File: src/i2c_slv_pkg.sv
// Operation
// After START, shift in seven address bits MSB first and compare with own address.
// On address equality set the address-match flag and raise the interrupt.
// Capture the eighth bit after START into the read/write flag.
// On address match pull SDA low during the ninth clock.
// Detect START as SDA falling while SCL high and set bus-busy.
// Data bytes are eight bits, MSB first, only after address acknowledge.
// As receiver drive the transmit-acknowledge bit on SDA at the ninth clock.
// As transmitter on master not-acknowledge, release SDA and wait for STOP.
// After address match hold SCL low until data write or dummy read.
// Software sets I2C slave mode and enable, loads address, enables interrupt.
// Software sets direction bit to follow the read/write flag after a match.
// One interrupt for address match, byte completion and bus time-out.
// Time-out counter starts on START plus match; each SCL fall clears it.
// Time-out fires if period passes before next SCL fall; STOP halts it.
// On overflow stop counter, clear enable, set flag, raise interrupt.
// On time-out reset slave logic and status register; others keep values.
// Time-out period is (select plus one) times 32 subsidiary clock periods.
// Time-out register: enable bit 7, flag bit 6, period bits 5..0, reset zero.
// Software writes each outgoing byte and reads each received byte via data register.
// Only the master makes START; it sends STOP when no slave acknowledges.
// Clear receive-acknowledge flag on master acknowledge, set it otherwise.
// Debounce SDA and SCL: none, two or four system clocks.
// On enable rising, reset status flags but keep direction and acknowledge bits.
// On address mismatch do not acknowledge and ignore the bus until next START.
package i2c_slv_pkg;

  localparam int CLK_PERIOD_NS = 10;
  localparam int SUB_PERIOD_NS = 31250;
  localparam int SUB_DIV       = (SUB_PERIOD_NS + CLK_PERIOD_NS - 1) / CLK_PERIOD_NS;
  localparam int TO_UNIT       = 32;

  localparam logic [2:0] OFS_MODE   = 3'h0;
  localparam logic [2:0] OFS_STATUS = 3'h1;
  localparam logic [2:0] OFS_ADDR   = 3'h2;
  localparam logic [2:0] OFS_DATA   = 3'h3;
  localparam logic [2:0] OFS_TOC    = 3'h4;

  localparam logic [2:0] MODE_I2C_SLAVE = 3'h6;
  localparam logic [2:0] DEB_NONE       = 3'h0;
  localparam logic [2:0] DEB_TWO        = 3'h2;
  localparam logic [2:0] DEB_FOUR       = 3'h4;
  localparam logic [3:0] BITS_PER_BYTE  = 4'h8;
  localparam logic [3:0] LAST_TX_BIT    = 4'h7;

  typedef struct packed {
    logic [2:0] mode;
    logic       rsv;
    logic [1:0] deb;
    logic       en;
    logic       ie;
  } mode_ctl_s;

  typedef struct packed {
    logic complete;
    logic match;
    logic busy;
    logic dir;
    logic txack;
    logic rw;
    logic wake;
    logic rxack;
  } status_s;

  typedef struct packed {
    logic       en;
    logic       flag;
    logic [5:0] sel;
  } to_ctl_s;

  localparam mode_ctl_s MODE_POR   = mode_ctl_s'(8'hE0);
  localparam status_s   STATUS_POR = status_s'(8'h81);
  localparam to_ctl_s   TOC_POR    = to_ctl_s'(8'h00);
  localparam logic [6:0] ADDR_POR  = 7'h00;
  localparam logic [7:0] DATA_POR  = 8'h00;

endpackage : i2c_slv_pkg

File: src/line_filter.sv
`timescale 1ns/1ps
module line_filter (
  input  wire logic       clk_i,
  input  wire logic       rst_i,
  input  wire logic [2:0] need_i,
  input  wire logic       line_i,
  output logic            line_o
);

  logic       meta_r;
  logic       sync_r;
  logic [2:0] cnt_r;

  always_ff @(posedge clk_i) begin
    if (rst_i) begin
      meta_r <= 1'h1;
      sync_r <= 1'h1;
    end else begin
      meta_r <= line_i;
      sync_r <= meta_r;
    end
  end

  // Glitches shorter than the window never reach the slave logic
  always_ff @(posedge clk_i) begin
    if (rst_i) begin
      line_o <= 1'h1;
      cnt_r  <= 3'h0;
    end else if (sync_r == line_o) begin
      cnt_r <= 3'h0;
    end else if (cnt_r >= need_i) begin
      line_o <= sync_r;
      cnt_r  <= 3'h0;
    end else begin
      cnt_r <= cnt_r + 3'h1;
    end
  end

endmodule : line_filter

File: src/i2c_slave_timeout.sv
// Added by the designer: register access over Wishbone and the register addresses.
`timescale 1ns/1ps
module i2c_slave_timeout
  import i2c_slv_pkg::*;
#(
  parameter int SUB_DIV_P = SUB_DIV
) (
  input  wire logic        clk_i,
  input  wire logic        rst_i,
  input  wire logic        wb_cyc_i,
  input  wire logic        wb_stb_i,
  input  wire logic        wb_we_i,
  input  wire logic [4:0]  wb_adr_i,
  input  wire logic [3:0]  wb_sel_i,
  input  wire logic [31:0] wb_dat_i,
  output logic      [31:0] wb_dat_o,
  output logic             wb_ack_o,
  input  wire logic        scl_i,
  input  wire logic        sda_i,
  output logic             scl_o,
  output logic             scl_oe_o,
  output logic             sda_o,
  output logic             sda_oe_o,
  output logic             irq_o
);

  typedef enum logic [3:0] {
    ST_IDLE, ST_ADDR, ST_ADDR_ACK, ST_HOLD, ST_RX, ST_RX_ACK,
    ST_TX, ST_TX_ACK, ST_WAIT_STOP, ST_IGNORE
  } state_e;

  mode_ctl_s   mode_r;
  status_s     stat_r;
  to_ctl_s     toc_r;
  mode_ctl_s   wmode;
  status_s     wstat;
  to_ctl_s     wtoc;
  logic [6:0]  own_addr_r;
  logic [7:0]  data_r;
  state_e      state_r;
  logic [7:0]  shreg_r;
  logic [3:0]  bitcnt_r;
  logic        ack_r;
  logic [31:0] rdat_r;
  logic        en_prev_r;
  logic        irq_r;
  logic [1:0]  pins;
  logic [1:0]  line_f;
  logic [2:0]  deb_need;
  logic        scl;
  logic        sda;
  logic        scl_prev_r;
  logic        sda_prev_r;
  logic        scl_rise;
  logic        scl_fall;
  logic        start_det;
  logic        stop_det;
  logic        active;
  logic        en_rise;
  logic        bus_req;
  logic [2:0]  idx;
  logic        wr_commit;
  logic        rd_commit;
  logic        data_wr;
  logic        data_rd;
  logic        release_hold;
  logic        addr_fall_ev;
  logic        addr_hit_ev;
  logic        byte_done;
  logic [11:0] sub_cnt_r;
  logic        sub_tick;
  logic        to_run_r;
  logic [11:0] to_cnt_r;
  logic [11:0] to_limit;
  logic        timeout;

  assign pins = {sda_i, scl_i};
  assign deb_need = (mode_r.deb == 2'h0) ? DEB_NONE :
                    (mode_r.deb == 2'h1) ? DEB_TWO : DEB_FOUR;

  genvar g;
  generate
    for (g = 0; g < 2; g++) begin : g_line
      line_filter u_filt (
        .clk_i  (clk_i),
        .rst_i  (rst_i),
        .need_i (deb_need),
        .line_i (pins[g]),
        .line_o (line_f[g])
      );
    end
  endgenerate

  assign scl = line_f[0];
  assign sda = line_f[1];

  always_ff @(posedge clk_i) begin
    if (rst_i) begin
      scl_prev_r <= 1'h1;
      sda_prev_r <= 1'h1;
    end else begin
      scl_prev_r <= scl;
      sda_prev_r <= sda;
    end
  end

  assign scl_rise  = scl & ~scl_prev_r;
  assign scl_fall  = ~scl & scl_prev_r;
  assign start_det = ~sda & sda_prev_r & scl & scl_prev_r;
  assign stop_det  = sda & ~sda_prev_r & scl & scl_prev_r;
  assign active    = mode_r.en && (mode_r.mode == MODE_I2C_SLAVE);
  assign en_rise   = mode_r.en & ~en_prev_r;

  // Wishbone slave: ack one cycle after the request, writes with wb_sel_i[0] set commit on the ack edge
  assign bus_req   = wb_cyc_i & wb_stb_i;
  assign idx       = wb_adr_i[4:2];
  assign wr_commit = bus_req & wb_we_i & ack_r & wb_sel_i[0];
  assign rd_commit = bus_req & ~wb_we_i & ack_r;
  assign data_wr   = wr_commit && (idx == OFS_DATA);
  assign data_rd   = rd_commit && (idx == OFS_DATA);
  assign wmode     = mode_ctl_s'(wb_dat_i[7:0]);
  assign wstat     = status_s'(wb_dat_i[7:0]);
  assign wtoc      = to_ctl_s'(wb_dat_i[7:0]);
  assign wb_ack_o  = ack_r;
  assign wb_dat_o  = rdat_r;

  always_ff @(posedge clk_i) begin
    if (rst_i) begin
      ack_r  <= 1'h0;
      rdat_r <= 32'h0000_0000;
    end else begin
      ack_r <= bus_req & ~ack_r;
      if (bus_req & ~ack_r) begin
        case (idx)
          OFS_MODE:   rdat_r <= {24'h00_0000, mode_r};
          OFS_STATUS: rdat_r <= {24'h00_0000, stat_r};
          OFS_ADDR:   rdat_r <= {24'h00_0000, own_addr_r, 1'h0};
          OFS_DATA:   rdat_r <= {24'h00_0000, data_r};
          OFS_TOC:    rdat_r <= {24'h00_0000, toc_r};
          default:    rdat_r <= 32'h0000_0000;
        endcase
      end
    end
  end

  always_ff @(posedge clk_i) begin
    if (rst_i) begin
      mode_r     <= MODE_POR;
      own_addr_r <= ADDR_POR;
      en_prev_r  <= 1'h0;
    end else begin
      en_prev_r <= mode_r.en;
      if (wr_commit && (idx == OFS_MODE)) begin
        mode_r     <= wmode;
        mode_r.rsv <= 1'h0;
      end
      if (wr_commit && (idx == OFS_ADDR)) begin
        own_addr_r <= wb_dat_i[7:1];
      end
    end
  end

  // Released SCL after software wrote the data register as transmitter or read it as receiver, or on a time-out
  assign release_hold = (state_r == ST_HOLD) &&
                        ((data_wr && stat_r.dir) || (data_rd && !stat_r.dir));
  assign addr_fall_ev = (state_r == ST_ADDR) && scl_fall && (bitcnt_r == BITS_PER_BYTE);
  assign addr_hit_ev  = addr_fall_ev && (shreg_r[7:1] == own_addr_r);
  assign byte_done    = ((state_r == ST_RX_ACK) || (state_r == ST_TX_ACK)) && scl_fall;

  always_ff @(posedge clk_i) begin
    if (rst_i || !active || timeout) begin
      state_r  <= ST_IDLE;
      shreg_r  <= 8'h00;
      bitcnt_r <= 4'h0;
    end else if (start_det) begin
      state_r  <= ST_ADDR;
      bitcnt_r <= 4'h0;
    end else if (stop_det) begin
      state_r <= ST_IDLE;
    end else begin
      case (state_r)
        ST_ADDR, ST_RX: begin
          if (scl_rise) begin
            shreg_r  <= {shreg_r[6:0], sda};
            bitcnt_r <= bitcnt_r + 4'h1;
          end else if (scl_fall && (bitcnt_r == BITS_PER_BYTE)) begin
            bitcnt_r <= 4'h0;
            if (state_r == ST_RX) begin
              state_r <= ST_RX_ACK;
            end else if (addr_hit_ev) begin
              state_r <= ST_ADDR_ACK;
            end else begin
              state_r <= ST_IGNORE;
            end
          end
        end
        ST_ADDR_ACK, ST_RX_ACK: begin
          if (scl_fall) begin
            state_r <= ST_HOLD;
          end
        end
        ST_HOLD: begin
          if (release_hold) begin
            if (stat_r.dir) begin
              state_r <= ST_TX;
              shreg_r <= wb_dat_i[7:0];
            end else begin
              state_r <= ST_RX;
            end
          end
        end
        ST_TX: begin
          if (scl_fall) begin
            shreg_r <= {shreg_r[6:0], 1'h0};
            if (bitcnt_r == LAST_TX_BIT) begin
              bitcnt_r <= 4'h0;
              state_r  <= ST_TX_ACK;
            end else begin
              bitcnt_r <= bitcnt_r + 4'h1;
            end
          end
        end
        ST_TX_ACK: begin
          if (scl_fall) begin
            state_r <= stat_r.rxack ? ST_WAIT_STOP : ST_HOLD;
          end
        end
        default: state_r <= state_r;
      endcase
    end
  end

  always_ff @(posedge clk_i) begin
    if (rst_i) begin
      data_r <= DATA_POR;
    end else if ((state_r == ST_RX) && scl_fall && (bitcnt_r == BITS_PER_BYTE)) begin
      data_r <= shreg_r;
    end else if (data_wr) begin
      data_r <= wb_dat_i[7:0];
    end
  end

  // Hardware events are applied last so they win over a same-cycle write
  always_ff @(posedge clk_i) begin
    if (rst_i || timeout) begin
      stat_r <= STATUS_POR;
    end else begin
      if (en_rise) begin
        stat_r.complete <= 1'h1;
        stat_r.match    <= 1'h0;
        stat_r.busy     <= 1'h0;
        stat_r.rw       <= 1'h0;
        stat_r.rxack    <= 1'h1;
      end
      if (wr_commit && (idx == OFS_STATUS)) begin
        stat_r.dir   <= wstat.dir;
        stat_r.txack <= wstat.txack;
        stat_r.wake  <= wstat.wake;
      end
      if (active && start_det) begin
        stat_r.busy     <= 1'h1;
        stat_r.complete <= 1'h0;
        stat_r.match    <= 1'h0;
      end
      if (stop_det) begin
        stat_r.busy <= 1'h0;
      end
      if (addr_fall_ev) begin
        stat_r.rw <= shreg_r[0];
      end
      if (addr_hit_ev) begin
        stat_r.match <= 1'h1;
      end
      if (release_hold) begin
        stat_r.complete <= 1'h0;
        stat_r.match    <= 1'h0;
      end
      if (byte_done) begin
        stat_r.complete <= 1'h1;
      end
      if ((state_r == ST_TX_ACK) && scl_rise) begin
        stat_r.rxack <= sda;
      end
    end
  end

  always_ff @(posedge clk_i) begin
    if (rst_i || sub_tick) begin
      sub_cnt_r <= 12'h000;
    end else begin
      sub_cnt_r <= sub_cnt_r + 12'h001;
    end
  end

  assign sub_tick = (sub_cnt_r == 12'(SUB_DIV_P - 1));
  assign to_limit = 12'(({6'h00, toc_r.sel} + 12'h001) * TO_UNIT);
  assign timeout  = to_run_r && toc_r.en && (to_cnt_r == to_limit);

  always_ff @(posedge clk_i) begin
    if (rst_i || timeout || stop_det || !active) begin
      to_run_r <= 1'h0;
    end else if (addr_hit_ev) begin
      to_run_r <= 1'h1;
    end
  end

  always_ff @(posedge clk_i) begin
    if (rst_i || !to_run_r || scl_fall) begin
      to_cnt_r <= 12'h000;
    end else if (sub_tick && toc_r.en) begin
      to_cnt_r <= to_cnt_r + 12'h001;
    end
  end

  always_ff @(posedge clk_i) begin
    if (rst_i) begin
      toc_r <= TOC_POR;
    end else begin
      if (wr_commit && (idx == OFS_TOC)) begin
        toc_r <= wtoc;
      end
      if (timeout) begin
        toc_r.en   <= 1'h0;
        toc_r.flag <= 1'h1;
      end
    end
  end

  always_ff @(posedge clk_i) begin
    if (rst_i) begin
      irq_r <= 1'h0;
    end else begin
      irq_r <= mode_r.ie && (addr_hit_ev || byte_done || timeout);
    end
  end

  assign irq_o    = irq_r;
  assign scl_o    = 1'h0;
  assign sda_o    = 1'h0;
  assign scl_oe_o = (state_r == ST_HOLD);
  always_comb begin
    case (state_r)
      ST_ADDR_ACK: sda_oe_o = 1'h1;
      ST_RX_ACK:   sda_oe_o = ~stat_r.txack;
      ST_TX:       sda_oe_o = ~shreg_r[7];
      default:     sda_oe_o = 1'h0;
    endcase
  end
endmodule : i2c_slave_timeout

File: config.mk
export PLATFORM = sky130hd
export DESIGN_NAME = i2c_slave_timeout
export DESIGN_NICKNAME = d
export VERILOG_FILES = /design/src/i2c_slv_pkg.sv /design/src/line_filter.sv /design/src/i2c_slave_timeout.sv
export SDC_FILE = /design/constraint.sdc
export NUM_CORES = 1
export LEC_CHECK = 0
export BUFFER_PORTS_ARGS = -buffer_cell sky130_fd_sc_hd__buf_2
export CAP_MARGIN = 20
export CORE_MARGIN = 3
export CORE_UTILIZATION = 52
export CTS_CLUSTER_SIZE = 14
export DETAILED_ROUTE_END_ITERATION = 16
export GPL_TIMING_DRIVEN = 0
export PLACE_DENSITY_LB_ADDON = 0.12
export SLEW_MARGIN = 30
export SYNTH_ARGS = -nofsm -noshare
export SYNTH_HDL_FRONTEND = slang
export SYNTH_SLANG_ARGS = --single-unit
File: constraint.sdc
create_clock -name clk_i -period 3.55 [get_ports clk_i]
set_clock_uncertainty 0.2 [all_clocks]
set_input_delay 0.1775 -clock clk_i [delete_from_list [all_inputs] [get_ports clk_i]]
set_output_delay 0.1775 -clock clk_i [all_outputs]
set_load 0.01 [all_outputs]
==> metrics.txt <==
# TYPE chip_impl_metric gauge
chip_impl_info{name="cpMaxStageDelayCell",value="sky130_fd_sc_hd__nor4_2"} 1
chip_impl_info{name="cts_tree",value="done"} 1
chip_impl_info{name="layout_commonest_cell",value="sky130_fd_sc_hd__nor2_1"} 1
chip_impl_metric{name="clock_tree.buffer_depth",unit=""} 2
chip_impl_metric{name="clk-insertion-delay-late",unit="ns"} 0.38
chip_impl_metric{name="setup_total_negative_slack",unit="ns"} 0
chip_impl_metric{name="achievable-frequency",unit="MHz"} 348.3
chip_impl_metric{name="post_cts_setup_buffer_count",unit=""} 0
chip_impl_metric{name="layout-area-overhead-vs-synth",unit="%"} 13.20
chip_impl_metric{name="drt-initial-drc-count",unit=""} 257
chip_impl_metric{name="die_w",unit="um"} 109.3
chip_impl_metric{name="dp_slack",unit="ns"} 0.6944
chip_impl_metric{name="finalPower",unit="uW"} 2039
chip_impl_info{name="gr-max-usage-layer",value="met2"} 1
chip_impl_metric{name="worst_rel_slew_slack",unit="%"} 38.25
chip_impl_metric{name="cts_made_buffers",unit=""} 9
chip_impl_metric{name="synth_top_cell_area_share",unit="%"} 37.49
chip_impl_metric{name="final_antenna_net_count",unit=""} 0
chip_impl_metric{name="drt-pass1-iter-count",unit=""} 5
chip_impl_info{name="worst_hold_path_type",value="input pin to register"} 1
chip_impl_metric{name="hold_vio_cnt_final",unit=""} 0
chip_impl_metric{name="ys_ff_latch",unit=""} 104
chip_impl_metric{name="timing.final.ws_setup",unit="ns"} 0.6786
chip_impl_info{name="reg2reg_from",value="state_r[1]$_SDFFE_PP0P_"} 1
chip_impl_metric{name="power.density",unit="nW/um2"} 324.4
chip_impl_metric{name="grt.total_usage",unit="%"} 23.35
chip_impl_metric{name="antenna_found_initial",unit=""} 0
chip_impl_metric{name="initial_core_util",unit="%"} 53.55
chip_impl_info{name="critical_path_class",value="register to register"} 1
chip_impl_info{name="grt_setup_unrepaired",value="false"} 1
chip_impl_info{name="clockRootBuffer",value="sky130_fd_sc_hd__clkbuf_8"} 1
chip_impl_metric{name="globalRouteMet3Util",unit="%"} 4.228
chip_impl_metric{name="yosysUniqueCellTypes",unit=""} 62
chip_impl_metric{name="number_of_diodes",unit=""} 0
chip_impl_info{name="synth_top_cells_by_area",value="sky130_fd_sc_hd__dfxtp_1, sky130_fd_sc_hd__mux2i_1, sky130_fd_sc_hd__nor2_1"} 1
chip_impl_metric{name="yosysWarnings",unit=""} 0
chip_impl_metric{name="routed_wire_length",unit="mm"} 13.27
chip_impl_metric{name="layout_worst_path_cycle_share",unit="%"} 80.88
chip_impl_metric{name="floorplan.die.height",unit="um"} 109.3
chip_impl_metric{name="slew_viol_final",unit=""} 0
chip_impl_metric{name="syn-cell-area",unit="um2"} 5553
chip_impl_metric{name="grt_pass1_wl",unit="mm"} 21.90
chip_impl_metric{name="max_stage_delay",unit="ns"} 0.67
chip_impl_metric{name="row_count",unit=""} 37
chip_impl_metric{name="drc_markers",unit=""} 0
chip_impl_metric{name="clock-sinks",unit=""} 104
chip_impl_metric{name="cp.required",unit="ns"} 3.64
chip_impl_metric{name="gp_routability_congestion",unit=""} 0.8576
chip_impl_metric{name="setup_viol_count_final",unit=""} 0
chip_impl_metric{name="numPlacedInstances",unit=""} 834
chip_impl_metric{name="worst_setup_hold_path_clk_slew",unit="ns"} 0.11
chip_impl_metric{name="max_cap_viol_count",unit=""} 0
chip_impl_metric{name="core-area",unit="um2"} 10370
chip_impl_metric{name="cellLeakagePower",unit="uW"} 0.002343
chip_impl_info{name="highest_count_cells_in_the_layout_ignoring_fill_and_taps",value="sky130_fd_sc_hd__nor2_1, sky130_fd_sc_hd__dfxtp_1, sky130_fd_sc_hd__mux2i_1"} 1
chip_impl_info{name="critical_path.reg2reg.endpoint",value="shreg_r[3]$_SDFFE_PP0P_"} 1
chip_impl_metric{name="port_buffers",unit=""} 28
chip_impl_metric{name="register_area_share_after_synthesis",unit="%"} 37.49
chip_impl_metric{name="period_needed",unit="ns"} 2.871
chip_impl_metric{name="gr-total-overflow",unit=""} 0
chip_impl_metric{name="synth_edf_count",unit=""} 0
chip_impl_metric{name="vdd_drop_max",unit="mV"} 0.2814
chip_impl_metric{name="reg2reg_slack",unit="ns"} 0.68
chip_impl_metric{name="h-tree-depth",unit=""} 3
chip_impl_metric{name="cp_data_arrival_time",unit="ns"} 2.96
chip_impl_info{name="synth-main-ff-cell",value="sky130_fd_sc_hd__dfxtp_1"} 1
chip_impl_metric{name="globalRouteMet2Util",unit="%"} 39.54
chip_impl_metric{name="detailedPlacementHpwl",unit="mm"} 9.810
chip_impl_metric{name="min_path_cells",unit=""} 4
chip_impl_metric{name="synthCells",unit=""} 645
chip_impl_metric{name="final_nets",unit=""} 783
chip_impl_metric{name="die_area",unit="um2"} 11950
chip_impl_info{name="critical_path.startpoint_type",value="register"} 1
chip_impl_metric{name="via_count",unit=""} 4697
chip_impl_metric{name="routed_wire_length_per_instance",unit="um"} 15.38
chip_impl_metric{name="via_per_inst",unit=""} 5.443
chip_impl_metric{name="synth_async_sr_flop_share",unit="%"} 0
chip_impl_info{name="crit_path_cell_trace",value="inv_1 -> nor4_2 -> a21boi_2 -> and4bb_2 -> clkbuf_1 -> buf_4 -> a211oi_1"} 1
chip_impl_metric{name="crit_path_max_fanout",unit=""} 10
chip_impl_metric{name="final_cells",unit=""} 863
chip_impl_metric{name="worst-slew-pin-transition",unit="ns"} 0.9192
chip_impl_metric{name="final_layout_size_suffix_gt1_share",unit="%"} 14.03
chip_impl_info{name="synth_area_leader_cell",value="sky130_fd_sc_hd__dfxtp_1"} 1
chip_impl_info{name="endpoint_worst_hold",value="stat_r[4]$_SDFFE_PP0P_"} 1
chip_impl_metric{name="ioPinCount",unit=""} 86
chip_impl_metric{name="gr-usage-met1",unit="%"} 30.03
chip_impl_metric{name="syn_avg_cell_area",unit="um2"} 8.609
chip_impl_metric{name="holdWs",unit="ns"} 0.08232
chip_impl_metric{name="worst_r2r_path_depth",unit=""} 7
chip_impl_metric{name="grt_max_degree",unit=""} 20
chip_impl_info{name="worst_setup_path_end_kind",value="register"} 1
chip_impl_info{name="status",value="completed"} 1
chip_impl_metric{name="via_count_of_the_first_global_routing_pass",unit=""} 4474
chip_impl_info{name="hold_path_startpoint",value="wb_adr_i[3]"} 1
==> metrics by stage <==
stage | util [%] | cell area (um2)
2_1_floorplan | - | 5647
3_3_place_gp | 57.44 | 5957
3_5_place_dp | 57.53 | 5966
4_1_cts | 60.62 | 6286
5_1_grt | 60.62 | 6286
6_report | 60.62 | 6286
==> state kept, by name (all words and copies together), names as in the netlist, 7 cells and up <==
register,cells
toc_r,8
mode_r,7
wb_dat_o,8
shreg_r,8
sub_cnt_r,12
to_cnt_r,12
own_addr_r,7
data_r,8
stat_r,8
==> worst max-delay path by stage <==
stage | start | to | slack [ns] | depth (start not counted)
after floorplan | to_cnt_r[0]$_SDFFE_PP0P_ | shreg_r[1]$_SDFFE_PP0P_ | 1.09 | 10
after global placement | to_cnt_r[0]$_SDFFE_PP0P_ | shreg_r[3]$_SDFFE_PP0P_ | 0.71 | 10
after detailed placement | to_cnt_r[0]$_SDFFE_PP0P_ | shreg_r[3]$_SDFFE_PP0P_ | 0.69 | 10
after CTS | state_r[1]$_SDFFE_PP0P_ | shreg_r[3]$_SDFFE_PP0P_ | 0.67 | 7
after global routing | state_r[1]$_SDFFE_PP0P_ | shreg_r[3]$_SDFFE_PP0P_ | 0.47 | 7
final | state_r[1]$_SDFFE_PP0P_ | shreg_r[3]$_SDFFE_PP0P_ | 0.68 | 7
==> worst max-delay path, delay by kind of cell, from the launching register on <==
kind                   cells  cell delay, ns
AND/OR/NAND/NOR            2            0.96
AO/OA/AOI/OAI              2            0.63
buffers and inverters      3            0.54
flip-flops                 1            0.44
==> cell families (layout without fill, tap and decap cells) <==
kind of cell	after synthesis	in the layout	share of synthesized area, %
simple gates	250	250	22.71
flops	104	104	37.49
compound gates	103	103	12.66
buf+inv	79	136	7.931
mux	54	54	9.734
xor+xnor	41	41	6.467
fa+ha+maj	13	13	2.929
other cells	1	26	0.06753
==> per-layer routing <==
layer / vias up / part of all wire, %
met3: 17 / 5.1
met2: 140 / 48
li1: 2356 / -
met1: 2184 / 45
met4: 0 / 1.6
met5: - / 0
==> final cells by class <==
cell class	instances	area, um2
Clock buffer	9	123.9
Buffer	56	354.1
Inverter	23	86.33
Sequential cell	104	2082
Tap cell	136	170.2
Multi-Input combinational cell	487	3133
Fill cell	970	4084
Clock inverter	7	66.31
Timing Repair Buffer	41	270.3
==> synthesized netlist by cell type, types with 14 or more instances <==
cell	n
sky130_fd_sc_hd__a21oi_1	36
sky130_fd_sc_hd__a22oi_1	14
sky130_fd_sc_hd__buf_4	28
sky130_fd_sc_hd__clkbuf_1	19
sky130_fd_sc_hd__dfxtp_1	104
sky130_fd_sc_hd__inv_1	23
sky130_fd_sc_hd__mux2i_1	54
sky130_fd_sc_hd__nand2_1	29
sky130_fd_sc_hd__nand3_1	23
sky130_fd_sc_hd__nor2_1	106
sky130_fd_sc_hd__nor3_1	14
sky130_fd_sc_hd__xnor2_1	26
sky130_fd_sc_hd__xor2_1	15
==> power breakdown <==
group / leakage (uW) / total [uW] / internal (uW) / switching [uW]
clock: 0.0000949 / 722 / 271 / 451
sequential: 0.000840 / 1180 / 1170 / 5.75
combinational: 0.00141 / 138 / 57.5 / 80.9
total: 0.00234 / 2040 / 1500 / 537
==> what timing repair did <==
action	4_1_cts	5_1_grt
hold buffers	13	0
resized for setup	0	0
endpoints found under the setup margin	0	0
hold endpoints to repair	37	0
(Power assumes the default switching activity.)
